[src/shared/smie_pkg.sv]
// Constants for the shift, indirect load and literal move execution block.
// Assumes a 14-bit instruction word and a 16-bit linear data memory address.
package smie_pkg;

    // Opcode patterns and the masks that select their fixed bits.
    localparam logic [13:0] SMIE_MASK_SHIFT = 14'h3F00;
    localparam logic [13:0] SMIE_PAT_SHIFT = 14'h3600;
    localparam logic [13:0] SMIE_MASK_IND = 14'h3FF8;
    localparam logic [13:0] SMIE_PAT_IND = 14'h0010;
    localparam logic [13:0] SMIE_MASK_REL = 14'h3F80;
    localparam logic [13:0] SMIE_PAT_REL = 14'h3F00;
    localparam logic [13:0] SMIE_MASK_BANK = 14'h3FE0;
    localparam logic [13:0] SMIE_PAT_BANK = 14'h0020;
    localparam logic [13:0] SMIE_MASK_PAGE = 14'h3F80;
    localparam logic [13:0] SMIE_PAT_PAGE = 14'h3180;
    localparam logic [13:0] SMIE_MASK_ACC = 14'h3F00;
    localparam logic [13:0] SMIE_PAT_ACC = 14'h3000;
    localparam logic [13:0] SMIE_MASK_STORE = 14'h3F80;
    localparam logic [13:0] SMIE_PAT_STORE = 14'h0080;

    // Field positions inside the instruction word.
    localparam int SMIE_DEST_BIT = 7;
    localparam int SMIE_SEL_BIT_IND = 2;
    localparam int SMIE_SEL_BIT_REL = 6;

    // Values after reset.
    localparam logic [7:0] SMIE_RST_ACC = 8'h00;
    localparam logic [4:0] SMIE_RST_BANK = 5'h00;
    localparam logic [6:0] SMIE_RST_PAGE = 7'h00;
    localparam logic [15:0] SMIE_RST_PTR = 16'h0000;

    typedef enum logic [2:0] {
        SMIE_OP_NONE,
        SMIE_OP_SHIFT,
        SMIE_OP_IND,
        SMIE_OP_REL,
        SMIE_OP_BANK,
        SMIE_OP_PAGE,
        SMIE_OP_ACC,
        SMIE_OP_STORE
    } smie_op_e;

    typedef enum logic [1:0] {
        SMIE_ST_IDLE,
        SMIE_ST_READ,
        SMIE_ST_WRITE
    } smie_state_e;

endpackage : smie_pkg

[src/smie_exec.sv]
// Execution unit for a small subset of an 8-bit core's instructions.
// Assumes data memory answers a read in the same cycle in which o_mem_rd is high.
`timescale 1ns/1ps

// Summary of operation
// RQ1 - Right shift moves file bits toward bit 0 and fills bit 7 with zero.
// RQ2 - The bit shifted out of bit 0 goes into carry.
// RQ3 - Destination bit 0 writes accumulator, 1 writes the file register back.
// RQ4 - Indirect load reads memory at the chosen pointer into the accumulator.
// RQ5 - Codes 00 and 01 increment or decrement the pointer before addressing.
// RQ6 - Codes 10 and 11 address at the old pointer, then increment or decrement.
// RQ7 - Offset form adds a signed -32..31 offset; the pointer stays unchanged.
// RQ8 - Pointers are 16 bits and wrap at both ends.
// RQ9 - Bank literal loads a 5-bit literal into bank select.
// RQ10 - Page literal loads a 7-bit literal into the program counter upper latch.
// RQ11 - Accumulator literal loads an 8-bit literal into the accumulator.
// RQ12 - Store copies the accumulator to the directly addressed file register.
// RQ13 - Pointer updates never change the status flags.
// RQ14 - Shift and indirect load set zero from the result; others leave flags alone.
// RQ15 - Each instruction is one word and completes within one instruction cycle; here reads take one more cycle after accept, a shift back to the file two more.
module smie_exec
    import smie_pkg::*;
(
    // Clock and reset.
    input wire logic i_clk_sys,
    input wire logic i_rst,
    // Instruction from the fetch stage.
    input wire logic i_instr_valid,
    input wire logic [13:0] i_instr,
    output logic o_instr_ready,
    output logic o_done,
    // Data memory port.
    output logic o_mem_rd,
    output logic o_mem_wr,
    output logic [15:0] o_mem_addr,
    output logic [7:0] o_mem_wdata,
    input wire logic [7:0] i_mem_rdata,
    // Architectural state.
    output logic [7:0] o_acc,
    output logic o_carry,
    output logic o_zero,
    output logic [4:0] o_bank_select,
    output logic [6:0] o_program_counter_upper_latch,
    output logic [15:0] o_indirect_pointer0,
    output logic [15:0] o_indirect_pointer1
);

    ////////////////////////////////////////////////////////////////////////////////
    // Decode and address arithmetic.

    function automatic smie_op_e decode_op(input logic [13:0] instr);
        smie_op_e op;
        op = SMIE_OP_NONE;
        if ((instr & SMIE_MASK_SHIFT) == SMIE_PAT_SHIFT) op = SMIE_OP_SHIFT;
        else if ((instr & SMIE_MASK_IND) == SMIE_PAT_IND) op = SMIE_OP_IND;
        else if ((instr & SMIE_MASK_REL) == SMIE_PAT_REL) op = SMIE_OP_REL;
        else if ((instr & SMIE_MASK_BANK) == SMIE_PAT_BANK) op = SMIE_OP_BANK;
        else if ((instr & SMIE_MASK_PAGE) == SMIE_PAT_PAGE) op = SMIE_OP_PAGE;
        else if ((instr & SMIE_MASK_ACC) == SMIE_PAT_ACC) op = SMIE_OP_ACC;
        else if ((instr & SMIE_MASK_STORE) == SMIE_PAT_STORE) op = SMIE_OP_STORE;
        return op;
    endfunction : decode_op

    // Low bit of the update code picks decrement; 16-bit width gives the wrap.
    function automatic logic [15:0] step_ptr(input logic [15:0] ptr, input logic [1:0] code);
        return code[0] ? ptr - 16'h0001 : ptr + 16'h0001; // RQ8
    endfunction : step_ptr

    smie_state_e state_q;
    smie_op_e op_q;
    logic dest_q;
    logic sel_q;
    logic ready_q;
    logic done_q;
    logic rd_q;
    logic wr_q;
    logic [15:0] addr_q;
    logic [7:0] wdata_q;
    logic [7:0] acc_q;
    logic carry_q;
    logic zero_q;
    logic [4:0] bank_q;
    logic [6:0] page_q;
    logic [15:0] ptr_q [2];

    smie_op_e dec_op;
    logic accept;
    logic dec_sel;
    logic [1:0] dec_code;
    logic [15:0] dec_ptr;
    logic [15:0] dec_step;
    logic [15:0] dec_rel;
    logic [15:0] dec_direct;
    logic [7:0] shift_res;

    assign dec_op = decode_op(i_instr);
    assign accept = ready_q && i_instr_valid;
    assign dec_code = i_instr[1:0];
    assign dec_sel = (dec_op == SMIE_OP_REL) ? i_instr[SMIE_SEL_BIT_REL]
                                             : i_instr[SMIE_SEL_BIT_IND];
    assign dec_ptr = ptr_q[dec_sel];
    assign dec_step = step_ptr(dec_ptr, dec_code);
    assign dec_rel = dec_ptr + {{10{i_instr[5]}}, i_instr[5:0]}; // RQ7
    assign dec_direct = {4'h0, bank_q, i_instr[6:0]};
    assign shift_res = {1'b0, i_mem_rdata[7:1]}; // RQ1

    ////////////////////////////////////////////////////////////////////////////////
    // Sequencing: literals and stores finish at accept, reads take one more cycle, a shift back to the file two more.

    always_ff @(posedge i_clk_sys)
    begin
        if (i_rst)
        begin
            state_q <= SMIE_ST_IDLE;
            ready_q <= 1'b1;
            done_q <= 1'b0;
            op_q <= SMIE_OP_NONE;
            dest_q <= 1'b0;
            sel_q <= 1'b0;
        end
        else
        begin
            done_q <= 1'b0;
            unique case (state_q)
                SMIE_ST_IDLE:
                begin
                    if (accept)
                    begin
                        op_q <= dec_op;
                        dest_q <= i_instr[SMIE_DEST_BIT];
                        sel_q <= dec_sel;
                        if (dec_op == SMIE_OP_SHIFT || dec_op == SMIE_OP_IND
                            || dec_op == SMIE_OP_REL)
                        begin
                            state_q <= SMIE_ST_READ;
                            ready_q <= 1'b0;
                        end
                        else
                        begin
                            done_q <= 1'b1; // RQ15
                        end
                    end
                end
                SMIE_ST_READ:
                begin
                    if (op_q == SMIE_OP_SHIFT && dest_q)
                    begin
                        state_q <= SMIE_ST_WRITE;
                    end
                    else
                    begin
                        state_q <= SMIE_ST_IDLE;
                        ready_q <= 1'b1;
                        done_q <= 1'b1; // RQ15
                    end
                end
                SMIE_ST_WRITE:
                begin
                    state_q <= SMIE_ST_IDLE;
                    ready_q <= 1'b1;
                    done_q <= 1'b1; // RQ15
                end
            endcase
        end
    end

    ////////////////////////////////////////////////////////////////////////////////
    // Data memory port.

    always_ff @(posedge i_clk_sys)
    begin
        if (i_rst)
        begin
            rd_q <= 1'b0;
            wr_q <= 1'b0;
            addr_q <= 16'h0000;
            wdata_q <= 8'h00;
        end
        else
        begin
            rd_q <= 1'b0;
            wr_q <= 1'b0;
            if (state_q == SMIE_ST_IDLE && accept)
            begin
                unique case (dec_op)
                    SMIE_OP_SHIFT:
                    begin
                        rd_q <= 1'b1;
                        addr_q <= dec_direct;
                    end
                    SMIE_OP_IND:
                    begin
                        rd_q <= 1'b1; // RQ4
                        addr_q <= dec_code[1] ? dec_ptr : dec_step; // RQ5 RQ6
                    end
                    SMIE_OP_REL:
                    begin
                        rd_q <= 1'b1;
                        addr_q <= dec_rel; // RQ7
                    end
                    SMIE_OP_STORE:
                    begin
                        wr_q <= 1'b1;
                        addr_q <= dec_direct; // RQ12
                        wdata_q <= acc_q; // RQ12
                    end
                    default:
                    begin
                    end
                endcase
            end
            else if (state_q == SMIE_ST_READ && op_q == SMIE_OP_SHIFT && dest_q)
            begin
                wr_q <= 1'b1; // RQ3
                wdata_q <= shift_res;
            end
        end
    end

    ////////////////////////////////////////////////////////////////////////////////
    // Accumulator and status flags.

    always_ff @(posedge i_clk_sys)
    begin
        if (i_rst)
        begin
            acc_q <= SMIE_RST_ACC;
            carry_q <= 1'b0;
            zero_q <= 1'b0;
        end
        else if (state_q == SMIE_ST_IDLE && accept && dec_op == SMIE_OP_ACC)
        begin
            acc_q <= i_instr[7:0]; // RQ11
        end
        else if (state_q == SMIE_ST_READ)
        begin
            if (op_q == SMIE_OP_SHIFT)
            begin
                carry_q <= i_mem_rdata[0]; // RQ2
                zero_q <= (shift_res == 8'h00); // RQ14
                if (!dest_q)
                begin
                    acc_q <= shift_res; // RQ3
                end
            end
            else
            begin
                acc_q <= i_mem_rdata; // RQ4
                zero_q <= (i_mem_rdata == 8'h00); // RQ14
            end
        end
    end

    ////////////////////////////////////////////////////////////////////////////////
    // Bank select, page latch and indirect pointers.

    always_ff @(posedge i_clk_sys)
    begin
        if (i_rst)
        begin
            bank_q <= SMIE_RST_BANK;
            page_q <= SMIE_RST_PAGE;
        end
        else if (state_q == SMIE_ST_IDLE && accept && dec_op == SMIE_OP_BANK)
        begin
            bank_q <= i_instr[4:0]; // RQ9
        end
        else if (state_q == SMIE_ST_IDLE && accept && dec_op == SMIE_OP_PAGE)
        begin
            page_q <= i_instr[6:0]; // RQ10
        end
    end

    always_ff @(posedge i_clk_sys)
    begin
        if (i_rst)
        begin
            ptr_q[0] <= SMIE_RST_PTR;
            ptr_q[1] <= SMIE_RST_PTR;
        end
        else if (state_q == SMIE_ST_IDLE && accept && dec_op == SMIE_OP_IND)
        begin
            ptr_q[dec_sel] <= dec_step; // RQ5 RQ6 RQ8 RQ13
        end
    end

    assign o_instr_ready = ready_q;
    assign o_done = done_q;
    assign o_mem_rd = rd_q;
    assign o_mem_wr = wr_q;
    assign o_mem_addr = addr_q;
    assign o_mem_wdata = wdata_q;
    assign o_acc = acc_q;
    assign o_carry = carry_q;
    assign o_zero = zero_q;
    assign o_bank_select = bank_q;
    assign o_program_counter_upper_latch = page_q;
    assign o_indirect_pointer0 = ptr_q[0];
    assign o_indirect_pointer1 = ptr_q[1];

    ////////////////////////////////////////////////////////////////////////////////
    // Checks.

    property p_shift_acc;
        @(posedge i_clk_sys) disable iff (i_rst)
        (state_q == SMIE_ST_READ && op_q == SMIE_OP_SHIFT && !dest_q)
            |=> (acc_q == {1'b0, $past(i_mem_rdata[7:1])});
    endproperty
    a_shift_acc: assert property (p_shift_acc) else $error("shift result wrong"); // RQ1

    property p_shift_carry;
        @(posedge i_clk_sys) disable iff (i_rst)
        (state_q == SMIE_ST_READ && op_q == SMIE_OP_SHIFT)
            |=> (carry_q == $past(i_mem_rdata[0]))
                && (zero_q == ($past(i_mem_rdata[7:1]) == 7'h00));
    endproperty
    a_shift_carry: assert property (p_shift_carry) else $error("shift flags wrong"); // RQ2

    property p_shift_file;
        @(posedge i_clk_sys) disable iff (i_rst)
        (state_q == SMIE_ST_READ && op_q == SMIE_OP_SHIFT && dest_q)
            |=> o_mem_wr && (o_mem_wdata == {1'b0, $past(i_mem_rdata[7:1])}) && $stable(acc_q)
                ##1 o_done && !o_mem_wr;
    endproperty
    a_shift_file: assert property (p_shift_file) else $error("shift write-back wrong"); // RQ3

    property p_ind_load;
        @(posedge i_clk_sys) disable iff (i_rst)
        (accept && (dec_op == SMIE_OP_IND || dec_op == SMIE_OP_REL))
            |=> o_mem_rd ##1 (acc_q == $past(i_mem_rdata)) && o_done;
    endproperty
    a_ind_load: assert property (p_ind_load) else $error("indirect load wrong"); // RQ4

    property p_pre_mod;
        @(posedge i_clk_sys) disable iff (i_rst)
        (accept && dec_op == SMIE_OP_IND && !dec_code[1])
            |=> (o_mem_addr == (sel_q ? o_indirect_pointer1 : o_indirect_pointer0))
                && (o_mem_addr == ($past(dec_code[0]) ? $past(dec_ptr) - 16'h0001
                                                      : $past(dec_ptr) + 16'h0001));
    endproperty
    a_pre_mod: assert property (p_pre_mod) else $error("pre-modify address wrong"); // RQ5

    property p_post_mod;
        @(posedge i_clk_sys) disable iff (i_rst)
        (accept && dec_op == SMIE_OP_IND && dec_code[1])
            |=> (o_mem_addr == $past(dec_ptr))
                && ((sel_q ? o_indirect_pointer1 : o_indirect_pointer0) == $past(dec_step));
    endproperty
    a_post_mod: assert property (p_post_mod) else $error("post-modify wrong"); // RQ6

    property p_rel_keep;
        @(posedge i_clk_sys) disable iff (i_rst)
        (accept && dec_op == SMIE_OP_REL)
            |=> $stable(o_indirect_pointer0) && $stable(o_indirect_pointer1)
                && (o_mem_addr == $past(dec_rel));
    endproperty
    a_rel_keep: assert property (p_rel_keep) else $error("offset form moved pointer"); // RQ7

    property p_flags_kept;
        @(posedge i_clk_sys) disable iff (i_rst)
        (accept && dec_op != SMIE_OP_SHIFT && dec_op != SMIE_OP_IND && dec_op != SMIE_OP_REL)
            |=> $stable(carry_q) && $stable(zero_q);
    endproperty
    a_flags_kept: assert property (p_flags_kept) else $error("flags changed"); // RQ14

    // Carry must ride through both cycles of an indirect load untouched.
    property p_ptr_flags;
        @(posedge i_clk_sys) disable iff (i_rst)
        (accept && (dec_op == SMIE_OP_IND || dec_op == SMIE_OP_REL))
            |=> $stable(carry_q) ##1 $stable(carry_q);
    endproperty
    a_ptr_flags: assert property (p_ptr_flags) else $error("pointer update changed carry"); // RQ13

    property p_literals;
        @(posedge i_clk_sys) disable iff (i_rst)
        (accept && dec_op == SMIE_OP_BANK) |=> (o_bank_select == $past(i_instr[4:0])) && o_done;
    endproperty
    a_literals: assert property (p_literals) else $error("bank literal wrong"); // RQ9

    property p_store;
        @(posedge i_clk_sys) disable iff (i_rst)
        (accept && dec_op == SMIE_OP_STORE)
            |=> o_mem_wr && (o_mem_wdata == $past(acc_q)) && o_done && o_instr_ready;
    endproperty
    a_store: assert property (p_store) else $error("store wrong"); // RQ12

endmodule : smie_exec

[config.mk]
export PLATFORM = sky130hd
export DESIGN_NAME = smie_exec
export DESIGN_NICKNAME = d
export VERILOG_FILES = /design/src/shared/smie_pkg.sv /design/src/smie_exec.sv
export SDC_FILE = /design/constraint.sdc
export NUM_CORES = 1
export LEC_CHECK = 0
export BUFFER_PORTS_ARGS = -buffer_cell sky130_fd_sc_hd__buf_2
export CAP_MARGIN = 30
export CELL_PAD_IN_SITES_DETAIL_PLACEMENT = 1
export CELL_PAD_IN_SITES_GLOBAL_PLACEMENT = 2
export CORE_ASPECT_RATIO = 0.6
export CORE_UTILIZATION = 37
export CTS_CLUSTER_SIZE = 14
export DETAILED_ROUTE_END_ITERATION = 8
export GPL_TIMING_DRIVEN = 1
export PLACE_DENSITY_LB_ADDON = 0.1
export SYNTH_ARGS = -nofsm -noshare
export SYNTH_HDL_FRONTEND = slang
export SYNTH_SLANG_ARGS = --single-unit
[constraint.sdc]
create_clock -name i_clk_sys -period 10.6 [get_ports i_clk_sys]
set_clock_uncertainty 0.1 [all_clocks]
set_input_delay 1.59 -clock i_clk_sys [delete_from_list [all_inputs] [get_ports i_clk_sys]]
set_output_delay 1.59 -clock i_clk_sys [all_outputs]
set_load 0.005 [all_outputs]
-- Yosys cells after proc, flatten, opt, wreduce, memory -nomap -nowiden
Memory sizes are Yosys's and may differ from the RTL's.
Index checks and enable logic that the tools add are counted.
- reductions and logical operators: 30
- divide/modulo/power cells: 0
- equality and inequality tests: 22
- $add $sub $neg: 3
- multipliers: 0
- muxes and demuxes: 43
- shifts and indexed selects: 0
- bitwise logic cells: 3
- $lt $le $gt $ge: 0
- operators with widths (kind ; count):
    8-bit 2-to-1 mux ; 7
    16-bit 2-to-1 mux ; 3
    16-bit case mux with 3 select lines ; 1
    3-bit 2-to-1 mux ; 7
    1-bit 2-to-1 mux ; 19
    16-bit by 1-bit adder with 16-bit output (second input constant) ; 1
    16-bit adder ; 1
    8-bit logical NOT ; 2
    16-bit OR reduction ; 1
    16-bit by 1-bit subtractor with 16-bit output (second input constant) ; 1
    7-bit equality test (second input constant) ; 2
    2-bit AND reduction ; 7
    3-bit equality test (second input constant) ; 4
    6-bit equality test (second input constant) ; 2
    11-bit by 2-bit equality test with 1-bit output (second input constant) ; 1
    9-bit by 1-bit equality test with 1-bit output (second input constant) ; 1
    1-bit logical AND ; 9
    7-bit by 1-bit equality test with 1-bit output (second input constant) ; 1
    3-bit by 1-bit equality test with 1-bit output (second input constant) ; 2
    3-bit by 2-bit equality test with 1-bit output (second input constant) ; 2
    2-bit 2-to-1 mux ; 3
    2-bit inequality test (second input constant) ; 3
    1-bit case mux with 3 select lines ; 2
    2-bit case mux with 3 select lines ; 1
    12 further kinds ; 18
- bits in read-only memories: 0
- logic and storage cells: 116
- RAM bits: 32
- latch bits: 0
- memories: 1
- input port bits: 25
- register bits after elaboration: 56
- memory list (name ; words ; width ; read ports ; clocked after Yosys merged registers in ; wr ports ; line ; RTL):
    ptr_q ; 2 ; 16 ; 3 ; 0 ; 2 ; smie_exec.sv:84 ; logic [15:0] ptr_q [2];

-- Depth between registers and ports, before layout
- word-level depth: 15
- mapped depth: 16
- gate-level depth less buffers: 13

-- Worst setup path before layout
OpenSTA, ideal clock, no wires.
- path kind: input-to-reg
- start point: input port i_instr[8]
- end point: register addr_q[14] (netlist: o_mem_addr[14])
- required time: 10.365 ns
- stages on the path: 15
- buffers on the path: 3
- arrival time: 5.064 ns
- path slack: 5.300 ns
- path through: buf_4 > nand3b_1 > nor2_1 > buf_4 > mux2i_4 > buf_2 > mux2_2 > ha_1 > o211ai_1 > a211o_1 > and2_1 > o41a_1 > mux2_2 > o21ai_1 > a311oi_1
- longest elaborated chain between the ends: 15
- elaborated cells between the ends (all ways): 29
- those cells by class: add/sub: 3; eq/ne: 11; mux: 11; reduce/logical: 3; memory: 1
- RTL lines (what ; line ; RTL):
    start, declared ; smie_exec.sv:29 ; input wire logic [13:0] i_instr,
    7-bit by 1-bit equality test with 1-bit output ; smie_exec.sv:60 ; else if ((instr & SMIE_MASK_STORE) == SMIE_PAT_STORE) op = SMIE_OP_STORE;
    3-bit 2-to-1 mux ; smie_exec.sv:60 ;
    3-bit 2-to-1 mux ; smie_exec.sv:59 ; else if ((instr & SMIE_MASK_ACC) == SMIE_PAT_ACC) op = SMIE_OP_ACC;
    3-bit 2-to-1 mux ; smie_exec.sv:58 ; else if ((instr & SMIE_MASK_PAGE) == SMIE_PAT_PAGE) op = SMIE_OP_PAGE;
    3-bit 2-to-1 mux ; smie_exec.sv:57 ; else if ((instr & SMIE_MASK_BANK) == SMIE_PAT_BANK) op = SMIE_OP_BANK;
    3-bit 2-to-1 mux ; smie_exec.sv:56 ; else if ((instr & SMIE_MASK_REL) == SMIE_PAT_REL) op = SMIE_OP_REL;
    3-bit 2-to-1 mux ; smie_exec.sv:55 ; else if ((instr & SMIE_MASK_IND) == SMIE_PAT_IND) op = SMIE_OP_IND;
    3-bit 2-to-1 mux * ; smie_exec.sv:54 ; if ((instr & SMIE_MASK_SHIFT) == SMIE_PAT_SHIFT) op = SMIE_OP_SHIFT;
    3-bit by 2-bit equality test with 1-bit output ; smie_exec.sv:99, smie_exec.sv:185 ;
    1-bit 2-to-1 mux ; smie_exec.sv:99 ; assign dec_sel = (dec_op == SMIE_OP_REL) ? i_instr[SMIE_SEL_BIT_REL]
    memory 2 x 16 bit ; n/a ;
    16-bit by 1-bit adder with 16-bit output / 16-bit by 1-bit subtractor with 16-bit output (equally long branches) ; smie_exec.sv:66 ; return code[0] ? ptr - 16'h0001 : ptr + 16'h0001;
    16-bit 2-to-1 mux ; smie_exec.sv:66 ;
    16-bit 2-to-1 mux ; smie_exec.sv:194 ; addr_q <= dec_code[1] ? dec_ptr : dec_step;
    16-bit case mux with 3 select lines ; smie_exec.sv:185 ; unique case (dec_op)
    end signal, assigned ; smie_exec.sv:189 ; addr_q <= dec_direct;
    end signal, assigned ; smie_exec.sv:194 ;
    end signal, assigned ; smie_exec.sv:199 ; addr_q <= dec_rel;
    end, declared ; smie_exec.sv:77 ; logic [15:0] addr_q;
Every way passes the cells marked *; elsewhere a longest branch is shown, timed or not.
A chain may end at the register's enable or synchronous reset.

-- Final worst setup path
- start point: input port i_instr[13]
- end point: register addr_q[13] (netlist: o_mem_addr[13])
The elaborated chain is that of the path after synthesis.

==> impl_results.md <==
* Status: completed
* Placement Setup Slack at ~4.2 ns
* Final WS setup at around 4.4 ns
* Detail Route met3 WL at between 900 and 1000 um
* Setup_tns at 0 ns
* CTS tree: built
* Number of flops mapped to enable cells by yosys at 32
* Worst-Margin Slew at roughly 1 ns
* CORE AREA at ~16,000 um^2
* Gate Count Post-Synth at 698
* Max-Cap Viols at 0
* Width of the die at 167.9 um
* Setup violators final at 0
* Power Density at roughly 130 nW/um^2
* FF-to-FF path depth at 8
* Gpl congestion at around 0.86
* Worst Path Max Fanout at 20
* Worst r2r dst: ptr_q[0][0]
* GR Overflow Total at 0
* Worst vdd ir at about 64 uV
* Final min period at 6.215 ns
* Avg WL per Cell at approximately 22 um
* Avg Cell Area, Syn at a little under 9 um^2
* Cell variety after synth at between 70 and 80
* Wire length on met1 at between 10,000 and 15,000 um
* Antenna Cells at 0
* All-Layer GR Usage at 0.2588
* Flops & latches, synth at about 90
* Normalized max-slew margin at 0.3192
* Io pins at 107
* Syn_nets at 760
* Post-route ant nets at 0
* Via Count at 5,790
* Post-route DRC at 0
* Max Slew Vio Count at 0
* Std-Cell Rows at 35
* Port buffer count at approximately 110
* # hold bufs at CTS at 0
* Startpoint of the worst hold path: o_zero
* Synth Cell Area at 6110 um^2
* RSZ-0062 raised after global routing: no
* Worst EP required at roughly 11 ns
* Die height at between 100 and 150 um
* NumNets Final at approximately 850
* Placed Cells at 982
* Vias/cell at around 5.8
* CTS sink cnt at 88
* Top routing layer used: met4
* Reg2Reg Setup Slack at about 7 ns
* CP cell instances: buf_2, nand4_1, nor2_2, buf_4, mux2i_4, mux2_2, ha_1, a21oi_1, a2111oi_0, nor3_1, o31ai_1, xnor2_1, or4_1, a31oi_1
* CP Data Arrival Time at 6.39 ns
* Share of cells above drive strength 1 at 0.2214
* Crit share post-route at 0.5863
* Final cell count without fillers at between 900 and 1,000
* Met2 wire len at between 8000 and 9000 um
* First-pass GRT wire length at ~33,000 um
* Post-synth top flop: dfxtp_1
* CP Launch Type: input port
* Reg2reg start: state_q[1]
* Vias in the first global route at 5,625
* Worst Hold End: o_zero
* CTS Buffer Depth at 2
* Final wirelength at approximately 22,000 um
* Leak at 2.913 nW
* Max stage delay on crit path at approximately 0.9 ns
* Synth async-reset ratio at 0
* Hold WC Path Type: flop to flop
* Slowest CP cell: a2111oi_0
* Post-CTS Resized at 0
* Hold Fails Final Rpt at 0
* Final HPWL DP at between 15,000 and 20,000 um
* Iteration-0 DRC Markers at between 300 and 400
* Total CTS buffers at 9
* FMAX at 160.9 MHz
* CTS Root Buffer Type: clkbuf_16
* Initial Util at 0.3886
* Clock slew at reported path FFs at 0.07 ns
* Clk_lat worst skew at around 0.35 ns
* CTS H-tree depth at 3
* Detailed-router iteration count before antenna repair at 4
* Crit Path Category: input port to flop
* Post-CTS Setup Inserts at 0
* Hold Crit Depth at 2
* Ys Warns at 0
* Area delta synth->final at 15.65%
* Sequential share of the synthesized area at 0.3408
* Die ar. at ~17,000 um^2
* Initial antenna violation count at 0
* CP endpoint kind: flop
* Largest net degree at the start of global routing at 60
-- worst max path at each step --
stage / start / end / slack (ns) / cells past startpoint
global route: i_instr[13] / o_mem_addr[13] / 4.12 / 14
floorplan: i_instr[8] / o_mem_addr[14] / 5.30 / 15
detailed placement: i_instr[13] / o_mem_addr[13] / 4.15 / 14
CTS: i_instr[13] / o_mem_addr[13] / 4.52 / 14
global placement: i_instr[13] / o_mem_addr[13] / 4.35 / 14
finish: i_instr[13] / o_mem_addr[13] / 4.39 / 14
-- critical path, delay by kind of cell --
kind	cells	cell delay, ns
xor gates and xnor gates	1	0.10
buffers and inverters	2	0.46
and+or+nand+nor	4	1.00
muxes	2	1.26
AOI/OAI and AO/OA	4	1.54
adders and majority gates	1	0.40
-- routing by layer --
metal / vias to the layer above / track usage
met5: - / 0
met4: 0 / 0.05646
met3: 26 / 0.04807
met2: 149 / 0.3821
met1: 2846 / 0.3874
li1: 2769 / -
-- state kept, by name (all words and copies together) (netlist names) --
name                           flops
dest_q                             1
o_acc                              8
o_bank_select                      5
o_carry                            1
o_done                             1
o_instr_ready                      1
o_mem_addr                        16
o_mem_rd                           1
o_mem_wdata                        8
o_mem_wr                           1
o_program_counter_upper_latch      7
o_zero                             1
op_q                               3
ptr_q                             32
state_q                            2
-- final cells by class --
| type | count | area (um^2) |
|---|---|---|
| Fill cell | 1872 | 8656 |
| Multi-Input combinational cell | 556 | 3785 |
| Sequential cell | 88 | 2082 |
| Timing Repair Buffer | 114 | 590.6 |
| Tap cell | 203 | 254.0 |
| Clock buffer | 9 | 225.2 |
| Inverter | 21 | 78.83 |
| Clock inverter | 7 | 50.05 |
-- power by group --
part,switching [mW],internal [mW]
Sequential,0.00919,0.362
Combinational,0.149,0.0860
Clock,0.151,0.161
-- Yosys cell counts, types with 5 or more instances --
library cell,number,area [um^2]
a211oi_1,15,112.6
a211oi_2,5,62.56
a21o_1,10,75.07
a21oi_1,33,165.2
a221oi_1,5,43.79
a311oi_1,10,87.58
a31oi_1,5,31.28
and2_1,5,31.28
and3_1,5,31.28
clkbuf_1,22,82.58
dfxtp_1,56,1121
edfxtp_1,32,960.9
ha_1,35,437.9
inv_1,21,78.83
mux2_2,18,202.7
mux2i_1,16,160.2
nand2_1,62,232.7
nand2b_1,12,75.07
nand3_1,17,85.08
nand4_1,7,43.79
nor2_1,117,439.2
nor3_1,18,90.09
nor3b_1,5,37.54
nor4_1,7,43.79
o211ai_1,6,45.04
o21a_1,9,67.56
o21ai_0,16,80.08
o22ai_1,9,56.30
or3_1,6,37.54
xnor2_1,16,140.1
xor2_1,6,52.55
-- through the flow --
step	hold slack (ns)	utilization	area (um^2)	power, mW
3_3_place_gp	0.3437	0.4314	6783	0.6064
3_5_place_dp	0.3485	0.4319	6790	0.6112
6_report	0.3555	0.4494	7066	0.9184
2_1_floorplan	0.3365	-	6110	0.5355
5_1_grt	0.3831	0.4494	7066	0.9608
4_1_cts	0.3582	0.4494	7066	0.9232
-- cells by family after synthesis --
logic type                 synth area share
AOI/OAI and AO/OA                    0.2206
buffers and inverters               0.04014
and+or+nand+nor                      0.2257
muxes                               0.06307
DFF                                  0.3408
xor gates and xnor gates            0.03154
adders and majority gates           0.07823
-- placed cells by master (no fill, tap or decap), types with 6 or more instances in the layout --
cell type	instances
xnor2_1	16
o211ai_1	6
or3_1	6
nand4_1	7
nand3_1	17
nor4_1	7
edfxtp_1	32
a21o_1	10
ha_1	35
mux2_2	18
inv_1	21
mux2i_1	16
xor2_1	6
a21oi_1	33
nor3_1	18
buf_2	106
a211oi_1	15
nand2_1	62
dfxtp_1	56
o21ai_0	16
nor2_1	116
o21a_1	9
nand2b_1	12
o22ai_1	9
clkbuf_16	9
a311oi_1	10
buf_4	8
No activity file was read; power rests on OpenSTA's default activity.
